[config.mk]
export PLATFORM = sky130hd
export DESIGN_NAME = cspsc_ctrl
export DESIGN_NICKNAME = d
export VERILOG_FILES = /design/src/cspsc_doze_div.v /design/src/cspsc_ctrl.v
export VERILOG_INCLUDE_DIRS = /design/src
export SDC_FILE = /design/constraint.sdc
export NUM_CORES = 1
export LEC_CHECK = 0
export ABC_AREA = 1
export BUFFER_PORTS_ARGS = -buffer_cell sky130_fd_sc_hd__buf_2
export CAP_MARGIN = 5
export CORE_MARGIN = 5
export CORE_UTILIZATION = 50
export DETAILED_ROUTE_END_ITERATION = 12
export PLACE_DENSITY = 0.73
export SYNTH_ARGS = -nofsm -noshare
export SYNTH_HDL_FRONTEND = slang
export SYNTH_SLANG_ARGS = --single-unit
[constraint.sdc]
create_clock -name sys_clk -period 3.35 [get_ports sys_clk]
set_clock_uncertainty 0.2 [all_clocks]
set_input_delay 0.335 -clock sys_clk [delete_from_list [all_inputs] [get_ports sys_clk]]
set_output_delay 0.335 -clock sys_clk [all_outputs]
set_load 0.02 [all_outputs]
[src/cspsc_regs.vh]
// clock switch / power save controller: constants and field codes
// assumes inclusion by the controller, checker and bench files
//
// Contract
// RULE1 - switching and monitor only when config low
// RULE2 - disabled: ignore new select, report initial
// RULE3 - disabled: switch request held at zero
// RULE4 - software unlocks before each control write
// RULE5 - equal sources: clear request, abort switch
// RULE6 - valid switch clears lock and fail flags
// RULE7 - start target; wait timer or lock
// RULE8 - ten new-clock cycles before switch-over
// RULE9 - completion clears request, copies new select
// RULE10 - old source off, keep rc/crystal exceptions
// RULE11 - cpu keeps running during the switch
// RULE12 - no direct pll-to-pll switch, via fast rc; the sequencer does not block a pll-to-pll request
// RULE13 - primary submode fixed by configuration only
// RULE14 - monitor on keeps lowpower rc running
// RULE15 - failure raises trap, falls to fast rc
// RULE16 - pll fallback uses fast rc with pll
// RULE17 - sleep stops clock, monitor, clears watchdog
// RULE18 - wake on interrupt, reset, watchdog; same source
// RULE19 - idle halts cpu, clears watchdog, clock runs
// RULE20 - idle wake resumes two to four cycles
// RULE21 - coincident interrupt deferred until entry completes
// RULE22 - doze divides cpu clock only
// RULE23 - doze code n gives ratio two to n
// RULE24 - recover bit: interrupt clears doze
`ifndef CSPSC_REGS_VH
`define CSPSC_REGS_VH

// ****************************************
// oscillator source codes
// ****************************************
`define CSPSC_OSC_FRC      3'h0
`define CSPSC_OSC_FAST_RC_WITH_PLL   3'h1
`define CSPSC_OSC_PRI      3'h2
`define CSPSC_OSC_PRIPLL   3'h3
`define CSPSC_OSC_SOSC     3'h4
`define CSPSC_OSC_LOWPOWER_RC_OSC     3'h5

// ****************************************
// timing counts
// ****************************************
`define CSPSC_SETTLE_CYC   4'hA
`define CSPSC_WAKE_CYC     2'h2
`define CSPSC_DOZE_RST     3'h0

// ****************************************
// power save instruction operand
// ****************************************
`define CSPSC_PS_SLEEP     1'b0
`define CSPSC_PS_IDLE      1'b1

`endif

[src/cspsc_doze_div.v]
// cpu clock enable divider for doze operation
// assumes a free running system clock and synchronous control
`timescale 1ns/1ps
`default_nettype none
`include "cspsc_regs.vh"

module cspsc_doze_div #(
  parameter CNT_W = 7
) (
  input  wire       sys_clk,
  input  wire       arst_n,
  input  wire       enable,
  input  wire [2:0] ratio_code,
  output reg        cpu_tick
);

  reg [CNT_W-1:0] count;

  // ****************************************
  // ratio decode
  // ****************************************
  // RULE23 power of two
  function [CNT_W-1:0] last_count;
    input [2:0] code;
    begin
      last_count = (({{(CNT_W-1){1'b0}}, 1'b1}) << code) - {{(CNT_W-1){1'b0}}, 1'b1};
    end
  endfunction

  // tick once per ratio; disabled means every cycle
  // RULE22 cpu only divided
  always @(posedge sys_clk or negedge arst_n) begin
    if (!arst_n) begin
      count    <= {CNT_W{1'b0}};
      cpu_tick <= 1'b1;
    end else if (!enable || count >= last_count(ratio_code)) begin
      count    <= {CNT_W{1'b0}};
      cpu_tick <= 1'b1;
    end else begin
      count    <= count + {{(CNT_W-1){1'b0}}, 1'b1};
      cpu_tick <= 1'b0;
    end
  end

endmodule
`default_nettype wire

[src/cspsc_ctrl.v]
// clock switch sequencer, fail-safe fallback, sleep/idle and doze control
// assumes software unlock is checked before the write strobes arrive
// assumes oscillator ready/lock/fail indications are synchronous
`timescale 1ns/1ps
`default_nettype none
`include "cspsc_regs.vh"

module cspsc_ctrl (
  input  wire       sys_clk,
  input  wire       arst_n,
  // configuration
  input  wire       switch_monitor_cfg,
  input  wire [2:0] initial_osc_cfg,
  input  wire [1:0] primary_submode_cfg,
  input  wire       wdt_enable,
  // software writes (after unlock)
  input  wire       new_osc_wr,
  input  wire [2:0] new_osc_wdata,
  input  wire       switch_request_wr,
  input  wire       lowpower_crystal_keep,
  input  wire       clock_divider_reg_wr,
  input  wire       recover_on_interrupt_wdata,
  input  wire [2:0] doze_ratio_wdata,
  input  wire       cpu_slowdown_enable_wdata,
  // oscillator handshake
  input  wire       osc_ready,
  input  wire       pll_lock,
  input  wire       new_clk_tick,
  input  wire       osc_fail,
  // power save
  input  wire       power_save_instruction,
  input  wire       power_save_mode,
  input  wire       irq_pending,
  input  wire       wdt_timeout,
  // status and controls
  output reg  [2:0] new_osc_select,
  output reg  [2:0] current_osc_status,
  output reg        switch_request,
  output reg        pll_lock_flag,
  output reg        clock_fail_flag,
  output reg        clock_fail_trap,
  output reg  [5:0] osc_enable,
  output reg  [1:0] primary_submode,
  output reg        lowpower_rc_enable,
  output reg        sys_clk_run,
  output reg        cpu_run,
  output reg        cpu_clk_en,
  output reg        wdt_clear,
  output reg        periph_sys_enable,
  output reg        recover_on_interrupt,
  output reg        cpu_slowdown_enable,
  output reg  [2:0] doze_ratio
);

  // ****************************************
  // states
  // ****************************************
  localparam ST_IDLE    = 3'h0;
  localparam ST_WAITSRC = 3'h1;
  localparam ST_SETTLE  = 3'h2;
  localparam ST_SWITCH  = 3'h3;

  localparam PS_RUN   = 2'h0;
  localparam PS_SLEEP = 2'h1;
  localparam PS_IDLE  = 2'h2;
  localparam PS_WAKE  = 2'h3;

  reg [2:0] sw_state;
  reg [3:0] settle_cnt;
  reg [1:0] ps_state;
  reg [1:0] wake_cnt;
  reg       cfg_seen;
  reg [2:0] prev_osc;
  reg       osc_fail_q;
  wire      switch_en;
  wire      cpu_tick;

  // RULE1 config gate
  assign switch_en = ~switch_monitor_cfg;

  // ****************************************
  // helpers
  // ****************************************
  function is_pll;
    input [2:0] src;
    begin
      is_pll = (src == `CSPSC_OSC_FAST_RC_WITH_PLL) || (src == `CSPSC_OSC_PRIPLL);
    end
  endfunction

  function [5:0] onehot;
    input [2:0] src;
    begin
      onehot = 6'h01 << src;
    end
  endfunction

  // ****************************************
  // clock switch sequencer
  // ****************************************
  // the cpu is never stalled here; only software timing is at risk
  // RULE11 cpu unaffected
  always @(posedge sys_clk or negedge arst_n) begin
    if (!arst_n) begin
      sw_state           <= ST_IDLE;
      settle_cnt         <= 4'h0;
      new_osc_select     <= `CSPSC_OSC_FRC;
      current_osc_status <= `CSPSC_OSC_FRC;
      prev_osc           <= `CSPSC_OSC_FRC;
      switch_request     <= 1'b0;
      pll_lock_flag      <= 1'b0;
      clock_fail_flag    <= 1'b0;
      clock_fail_trap    <= 1'b0;
      cfg_seen           <= 1'b0;
      osc_fail_q         <= 1'b0;
      primary_submode    <= 2'h0;
    end else begin
      clock_fail_trap <= 1'b0;
      pll_lock_flag   <= pll_lock;
      // fail is a level; only its onset traps, so the trap stays one pulse
      osc_fail_q      <= osc_fail;
      // straps caught once after reset release
      // RULE13 submode from config
      if (!cfg_seen) begin
        cfg_seen           <= 1'b1;
        current_osc_status <= initial_osc_cfg;
        new_osc_select     <= initial_osc_cfg;
        primary_submode    <= primary_submode_cfg;
      end else if (!switch_en) begin
        // RULE2 report initial
        current_osc_status <= initial_osc_cfg;
        // RULE3 request held low
        switch_request     <= 1'b0;
        sw_state           <= ST_IDLE;
      end else if (osc_fail && !osc_fail_q && ps_state != PS_SLEEP) begin
        // RULE15 trap and fallback
        clock_fail_flag    <= 1'b1;
        clock_fail_trap    <= 1'b1;
        switch_request     <= 1'b0;
        sw_state           <= ST_IDLE;
        prev_osc           <= current_osc_status;
        // RULE16 keep pll scaling
        current_osc_status <= is_pll(current_osc_status) ?
                              `CSPSC_OSC_FAST_RC_WITH_PLL : `CSPSC_OSC_FRC;
      end else begin
        if (new_osc_wr && sw_state == ST_IDLE) begin
          new_osc_select <= new_osc_wdata;
        end
        case (sw_state)
          ST_IDLE: begin
            if (switch_request_wr) begin
              if (current_osc_status == new_osc_select) begin
                // RULE5 redundant abort
                switch_request <= 1'b0;
              end else begin
                switch_request  <= 1'b1;
                // RULE6 clear flags
                pll_lock_flag   <= 1'b0;
                clock_fail_flag <= 1'b0;
                sw_state        <= ST_WAITSRC;
              end
            end
          end
          ST_WAITSRC: begin
            // RULE7 wait ready or lock
            if (is_pll(new_osc_select) ? pll_lock : osc_ready) begin
              settle_cnt <= 4'h0;
              sw_state   <= ST_SETTLE;
            end
          end
          ST_SETTLE: begin
            // RULE8 ten new clocks
            if (new_clk_tick) begin
              if (settle_cnt == `CSPSC_SETTLE_CYC - 4'h1) begin
                sw_state <= ST_SWITCH;
              end else begin
                settle_cnt <= settle_cnt + 4'h1;
              end
            end
          end
          ST_SWITCH: begin
            // RULE9 report success
            switch_request     <= 1'b0;
            prev_osc           <= current_osc_status;
            current_osc_status <= new_osc_select;
            sw_state           <= ST_IDLE;
          end
          default: begin
            sw_state <= ST_IDLE;
          end
        endcase
      end
    end
  end

  // ****************************************
  // oscillator enables
  // ****************************************
  // target stays on while waiting; old source drops after switch
  // RULE10 old source off
  always @(posedge sys_clk or negedge arst_n) begin
    if (!arst_n) begin
      osc_enable         <= 6'h01;
      lowpower_rc_enable <= 1'b0;
    end else begin
      osc_enable <= (ps_state == PS_SLEEP) ? 6'h00 :
                    (onehot(current_osc_status) |
                     ((sw_state != ST_IDLE) ? onehot(new_osc_select) : 6'h00) |
                     (lowpower_crystal_keep ? onehot(`CSPSC_OSC_SOSC) : 6'h00));
      // RULE14 monitor keeps rc
      // RULE17 rc for watchdog
      lowpower_rc_enable <= wdt_enable ||
                            (switch_en && ps_state != PS_SLEEP);
    end
  end

  // ****************************************
  // sleep and idle
  // ****************************************
  // an interrupt seen with the instruction is only acted on after entry
  // RULE21 defer coincident interrupt
  always @(posedge sys_clk or negedge arst_n) begin
    if (!arst_n) begin
      ps_state          <= PS_RUN;
      wake_cnt          <= 2'h0;
      sys_clk_run       <= 1'b1;
      cpu_run           <= 1'b1;
      periph_sys_enable <= 1'b1;
      wdt_clear         <= 1'b0;
    end else begin
      wdt_clear <= 1'b0;
      case (ps_state)
        PS_RUN: begin
          if (power_save_instruction) begin
            // RULE17 clear watchdog
            // RULE19 clear watchdog
            wdt_clear <= 1'b1;
            cpu_run   <= 1'b0;
            if (power_save_mode == `CSPSC_PS_SLEEP) begin
              ps_state          <= PS_SLEEP;
              sys_clk_run       <= 1'b0;
              periph_sys_enable <= 1'b0;
            end else begin
              ps_state <= PS_IDLE;
            end
          end
        end
        PS_SLEEP, PS_IDLE: begin
          // RULE18 wake events
          if (irq_pending || wdt_timeout) begin
            // clock source unchanged, so sleep resumes on it
            sys_clk_run       <= 1'b1;
            periph_sys_enable <= 1'b1;
            wake_cnt          <= 2'h0;
            ps_state          <= PS_WAKE;
          end
        end
        PS_WAKE: begin
          // RULE20 resume delay
          if (wake_cnt == `CSPSC_WAKE_CYC - 2'h1) begin
            cpu_run  <= 1'b1;
            ps_state <= PS_RUN;
          end else begin
            wake_cnt <= wake_cnt + 2'h1;
          end
        end
        default: begin
          ps_state <= PS_RUN;
        end
      endcase
    end
  end

  // ****************************************
  // doze control
  // ****************************************
  // clearing by an interrupt wins over a software write
  always @(posedge sys_clk or negedge arst_n) begin
    if (!arst_n) begin
      recover_on_interrupt <= 1'b0;
      cpu_slowdown_enable  <= 1'b0;
      doze_ratio           <= `CSPSC_DOZE_RST;
    end else begin
      if (clock_divider_reg_wr) begin
        recover_on_interrupt <= recover_on_interrupt_wdata;
        doze_ratio           <= doze_ratio_wdata;
        cpu_slowdown_enable  <= cpu_slowdown_enable_wdata;
      end
      // RULE24 interrupt recovers speed
      if (recover_on_interrupt && irq_pending) begin
        cpu_slowdown_enable <= 1'b0;
      end
    end
  end

  cspsc_doze_div #(
    .CNT_W (7)
  ) u_doze (
    .sys_clk    (sys_clk),
    .arst_n     (arst_n),
    .enable     (cpu_slowdown_enable),
    .ratio_code (doze_ratio),
    .cpu_tick   (cpu_tick)
  );

  // cpu clock gated by run state and doze tick
  always @(posedge sys_clk or negedge arst_n) begin
    if (!arst_n) begin
      cpu_clk_en <= 1'b0;
    end else begin
      cpu_clk_en <= cpu_tick && cpu_run && ps_state == PS_RUN;
    end
  end

endmodule
`default_nettype wire

# Word-level counts from Yosys, hierarchy flattened
# Cells that the tools add are included.
totals:
  in_bits: 29
  ff_bits: 49
  output_inout_bits: 29
  wordCells: 167
op_classes:
  bitwise: 4
  addsub: 4
  reduce_logical: 35
  n_lt_le_gt_ge: 1
  n_shift: 3
  n_mux: 64
  n_eq_ne: 32
op_table:
  columns: ["op", "n"]
  rows:
  - ["3-bit two-way mux", 15]
  - ["1-bit two-way mux", 29]
  - ["2-bit inequality test (second input constant)", 11]
  - ["4-bit inequality test (second input constant)", 5]
  - ["3-bit AND reduction", 5]
  - ["2-bit nonzero test", 7]
  - ["3-bit by 2-bit == test with 1-bit output (second input constant)", 4]
  - ["2-bit two-way mux", 6]
  - ["4-bit two-way mux", 3]
  - ["6-bit two-way mux", 2]
  - ["1-bit by 3-bit << shifter with 6-bit output (first input constant)", 2]
  - ["3-bit by 1-bit == test with 1-bit output (second input constant)", 3]
  - ["3-bit one-hot mux with 3 select lines", 1]
  - ["4-bit one-hot mux with 2 select lines", 1]
  - ["7-bit by 1-bit adder with 7-bit output (second input constant)", 1]
  - ["7-bit >= comparator", 1]
  - ["1-bit logical AND", 7]
  - ["7-bit two-way mux", 1]
  - ["7-bit AND reduction", 1]
  - ["1-bit by 3-bit << shifter with 7-bit output (first input constant)", 1]
  - ["7-bit by 1-bit subtractor with 7-bit output (second input constant)", 1]
  - ["6-bit by 5-bit OR with 6-bit output", 1]
  - ["6-bit OR", 1]
  - ["1-bit one-hot mux with 2 select lines", 3]
  - ["22 further kinds", 31]

# Depth between registers and ports, before layout
logic_depth:
  depth_word: 7
  ltp_mapped: 12

# Cells and area by module
# A second synthesis with hierarchy kept.
hier_totals:
  cells_unflattened: 336
  hier_area_um2: 2730.1
by_module_without_submodules:
  columns: ["mod", "area_each_um2", "cells_each", "n_inst"]
  rows:
  - ["cspsc_ctrl", 2107.0, 249, 1]
  - ["cspsc_doze_div", 623.1, 87, 1]

# Least setup slack after synthesis
# OpenSTA, ideal clock, no wires.
synth_path:
  path_kind: "register to register"
  startpoint: "register doze_ratio[2]"
  endpoint: "register u_doze.count[0]"
  setup_time_ps: 76
  path_slack_ps: 922
  n_path_buf: 0
  required_time_ps: 3074
  path_stages_with_launch: 12
  arrival_time_ps: 2151
  synth_period_minus_slack_ps: 2428
  cell_sequence: "dfrtp_1 inv_1 nand2_1 ha_1 o21ai_0 a21oi_1 o22ai_1 ha_1 a21oi_1 o21a_1 o2111ai_2 nor2_1"
synth_between:
  elab_chain_len: 5
synth_rtl:
  columns: ["item", "line_no", "source"]
  rows:
  - ["from (decl)", "cspsc_ctrl.v:52", "output reg [2:0] doze_ratio"]
  - ["from (signal assigned)", "cspsc_ctrl.v:282", "doze_ratio <= `CSPSC_DOZE_RST;"]
  - ["from (signal assigned)", "cspsc_ctrl.v:286", "doze_ratio <= doze_ratio_wdata;"]
  - ["1-bit by 3-bit << shifter with 7-bit output", "cspsc_doze_div.v:26", "last_count = (({{(CNT_W-1){1'b0}}, 1'b1}) << code) - {{(CNT_W-1){1'b0}}, 1'b1};"]
  - ["7-bit by 1-bit subtractor with 7-bit output", "cspsc_doze_div.v:26", null]
  - ["7-bit >= comparator", "cspsc_doze_div.v:36", "end else if (!enable || count >= last_count(ratio_code)) begin"]
  - ["1-bit logical OR", "cspsc_doze_div.v:36", null]
  - ["7-bit two-way mux", "cspsc_doze_div.v:36", null]
  - ["to (signal assigned)", "cspsc_doze_div.v:34", "count <= {CNT_W{1'b0}};"]
  - ["to (signal assigned)", "cspsc_doze_div.v:37", "count <= {CNT_W{1'b0}};"]
  - ["to (signal assigned)", "cspsc_doze_div.v:40", "count <= count + {{(CNT_W-1){1'b0}}, 1'b1};"]
  - ["to (decl)", "cspsc_doze_div.v:17", "reg [CNT_W-1:0] count;"]
# No other way between the ends.
# A chain may end at the register's enable or synchronous reset.

# Final worst setup path
layout_path:
  startpoint: "register doze_ratio[2]"
  endpoint: "register u_doze.count[6]"
# The elaborated chain is that of the path after synthesis.

==> impl_metrics.ini <==
[status]
status = finished, violations left
violations = hold timing

[synth]
synthCells = 305
yosysTopAreaCell = dfrtp_1
yosysMostFrequentCell = nand2_1
syn-num-nets = 353
ys.flop_type = dfrtp_1
synthTopCellsByCount = nand2_1, dfrtp_1, inv_1
async_flop_share_pct = 100
synthTopCellsByArea = dfrtp_1, ha_1, nand2_1, inv_1, nand3_1
synth_top_cell_area_share_pct = 41.3
synth_cell_type_count = 36
netlist_area_um2 = 2670
yosysWarnings = 0
ys_seq_elements = 48
synth-edff-count = 0
yosysSeqAreaShare_pct = 45.3
avgSynthCellArea_um2 = 8.74

[layout]
nNetsFinal = 414
regArea_um2 = 1210
drive_gt1_share_pct = 23.4
syn_to_final_growth_pct = 17.7
nFillCells = 468
antenna_cells = 0
multi_input_area_um2 = 1260

[cts]
numCtsBuffers = 5
tritoncts = yes
clk_pin_slew_ns = 0.10
clk_latency_ns = 0.30
cts_resized = 0
h-tree-depth = 2
cts_buffer_depth = 2
post_cts_buffers = 0
cts-root-buf = clkbuf_8
cts_sinks = 48

[power_and_ir_drop]
power.switching_w = 0.000828
pwr-share-comb_pct = 40.0
vdd_drop_max_v = 0.000320
internal-power_w = 0.00123
p_clk_share_pct = 20.7
p_seq_share_pct = 39.2
switching_share_pct = 40.3
power.density_nw_per_um2 = 655
p_leak_nw = 1.62

[placement]
dp_hpwl_mm = 4.33
routabilityCongestion = 0.845
io_buffers = 57

[worst_setup_path]
crit_fanout = 8
crit_family = compound AO/OA/AOI/OAI gates
worstPathCellList = inv_1, nand2_1, ha_1, o21ai_0, a21oi_1, o22ai_1, ha_1, a21oi_1, o21a_1, o2111ai_2, nor2_1
slowest_stage = dfrtp_1
crit_type = reg2reg
worstSetupEndpointType = register
max_stage_delay_ns = 0.46
path_buf_inv = 1
cp-start-kind = register
required_ns = 3.38
worstPathArrival_ns = 2.67

[sta]
finalSetupViolations = 0
hold_viol = 2
post-route-min-period_ns = 2.63
finalSetupTns_ns = 0
worst_pin_slew_ns = 1.03
fin_crit_sh_pct = 78.6
holdWs_ns = -0.00285
fmaxAchievable_ghz = 0.380
maxSlewHeadroom_pct = 31.2
rsz0062_at_grt = no
final_max_slew_viol_count = 0

[global_routing]
overflow = 0
grt.total_usage_pct = 16.9
grt_first_pass_wirelength_mm = 9.79
grt_pass1_vias = 2134
grt_max_degree = 49
antenna_found_initial = 0

[route]
viasPerCell = 5.02
drt_wl_total_mm = 5.53
drtPass1Iterations = 4
drt_iter0_drc = 122
wl_per_cell_um = 12.6
ant_nets = 0
num_vias = 2194
drcViolationCount = 0

[die]
ioPinCount = 58
initial_core_util_pct = 51.9
die_width_um = 83.0
rows = 26
die_h_um = 83.0
core_area_um2 = 5140
die_area_um2 = 6890

[run]
maxCapViolCount = 0

[worst_hold_path]
hold_path.class = in2async
## path summary, 6_finish.rpt
path | slack [ns] | start | endpoint | cells past startpoint
setup / recovery | 0.72 | doze_ratio[2] | u_doze.count[6] | 11
hold / removal | -0.003 | arst_n | primary_submode[1] | 1
setup reg to reg | 0.72 | doze_ratio[2] | u_doze.count[6] | 11
hold reg to reg | 0.27 | recover_on_interrupt | cpu_slowdown_enable | 1
max in group asynchronous | 2.31 | arst_n | osc_enable[5] | 1
min in group sys_clk | 0.02 | primary_submode_cfg[0] | primary_submode[0] | 3
## registers in the layout, summed over array words and instances (netlist names), 2 cells and up
signal              flops
u_doze.count            7
osc_enable              6
ps_state                2
settle_cnt              4
current_osc_status      3
doze_ratio              3
sw_state                2
wake_cnt                2
new_osc_select          3
primary_submode         2
## layer usage
metal / vias to the layer above / track usage (%) / wire [um]
met5: - / 0 / 0
li1: 1122 / - / -
met4: 0 / 3.71 / 53
met3: 6 / 4.36 / 284
met1: 1015 / 22.5 / 2570
met2: 51 / 27.7 / 2620
## stage by stage
step | util, % | cell area, um^2 | cells | setup slack (ns) | power, W
3_5_place_dp | 58.6 | 3010 | 428 | 0.706 | 0.00164
4_1_cts | 61.0 | 3140 | 437 | 0.674 | 0.00207
2_1_floorplan | - | 2670 | 305 | 0.922 | 0.00142
6_report | 61.0 | 3140 | 437 | 0.718 | 0.00205
3_3_place_gp | 58.6 | 3010 | 428 | 0.920 | 0.00162
5_1_grt | 61.0 | 3140 | 437 | 0.419 | 0.00222
## cell type report
cell class | count | share of cell area, %
clock buffer | 5 | 2.19
tap | 70 | 2.79
inverter | 43 | 5.15
multi-input combinational | 209 | 40.3
timing repair buffer | 59 | 9.66
clock inverter | 3 | 1.48
sequential | 48 | 38.5
## worst register-to-register path: cells and delay by family, from the launching register on
family | cells | cell delay (ns)
AO/OA/AOI/OAI | 6 | 0.94
adder cells (fa/ha/maj) | 2 | 0.53
buffers and inverters | 1 | 0.14
flip-flops | 1 | 0.46
AND/OR/NAND/NOR | 2 | 0.28
## what timing repair did
action | CTS | global route
setup endpoints to repair | 0 | 0
hold buffers | 1 | 0
endpoints found under the hold margin | 1 | 0
## kinds of logic (layout without fill, tap and decap cells)
family,Yosys count,count (layout),share of synthesized area [%]
adders and majority gates,19,19,8.92
other,1,1,0.141
AOI/OAI and AO/OA,60,60,13.8
and+or+nand+nor,119,119,21.3
buffers and inverters,48,110,7.37
xor gates and xnor gates,10,10,3.29
DFF,48,48,45.3
## placed cells by master, fill, tap and decap left out, types with 2 or more instances in the layout
| master | count |
|---|---|
| a21oi_1 | 18 |
| a31oi_1 | 2 |
| buf_2 | 57 |
| clkbuf_8 | 5 |
| dfrtp_1 | 44 |
| dfstp_2 | 4 |
| ha_1 | 19 |
| inv_1 | 40 |
| inv_2 | 3 |
| nand2_1 | 52 |
| nand2_2 | 2 |
| nand3_1 | 23 |
| nand3b_1 | 3 |
| nand4_1 | 4 |
| nor2_1 | 25 |
| nor2_4 | 2 |
| nor3_1 | 2 |
| o21ai_0 | 23 |
| o21ai_1 | 5 |
| o22ai_1 | 5 |
| or2_2 | 3 |
| xnor2_1 | 3 |
| xor2_1 | 7 |
## power groups by stage
stage	Sequential (W)	Combinational [W]	Clock [W]
after floorplan	0.000888	0.000529	0
after global placement	0.000813	0.000807	0
after detailed placement	0.000815	0.000822	0
after CTS	0.000806	0.000828	0.000441
after global routing	0.000824	0.000928	0.000469
final	0.000805	0.000822	0.000426
(Power assumes the default switching activity.)
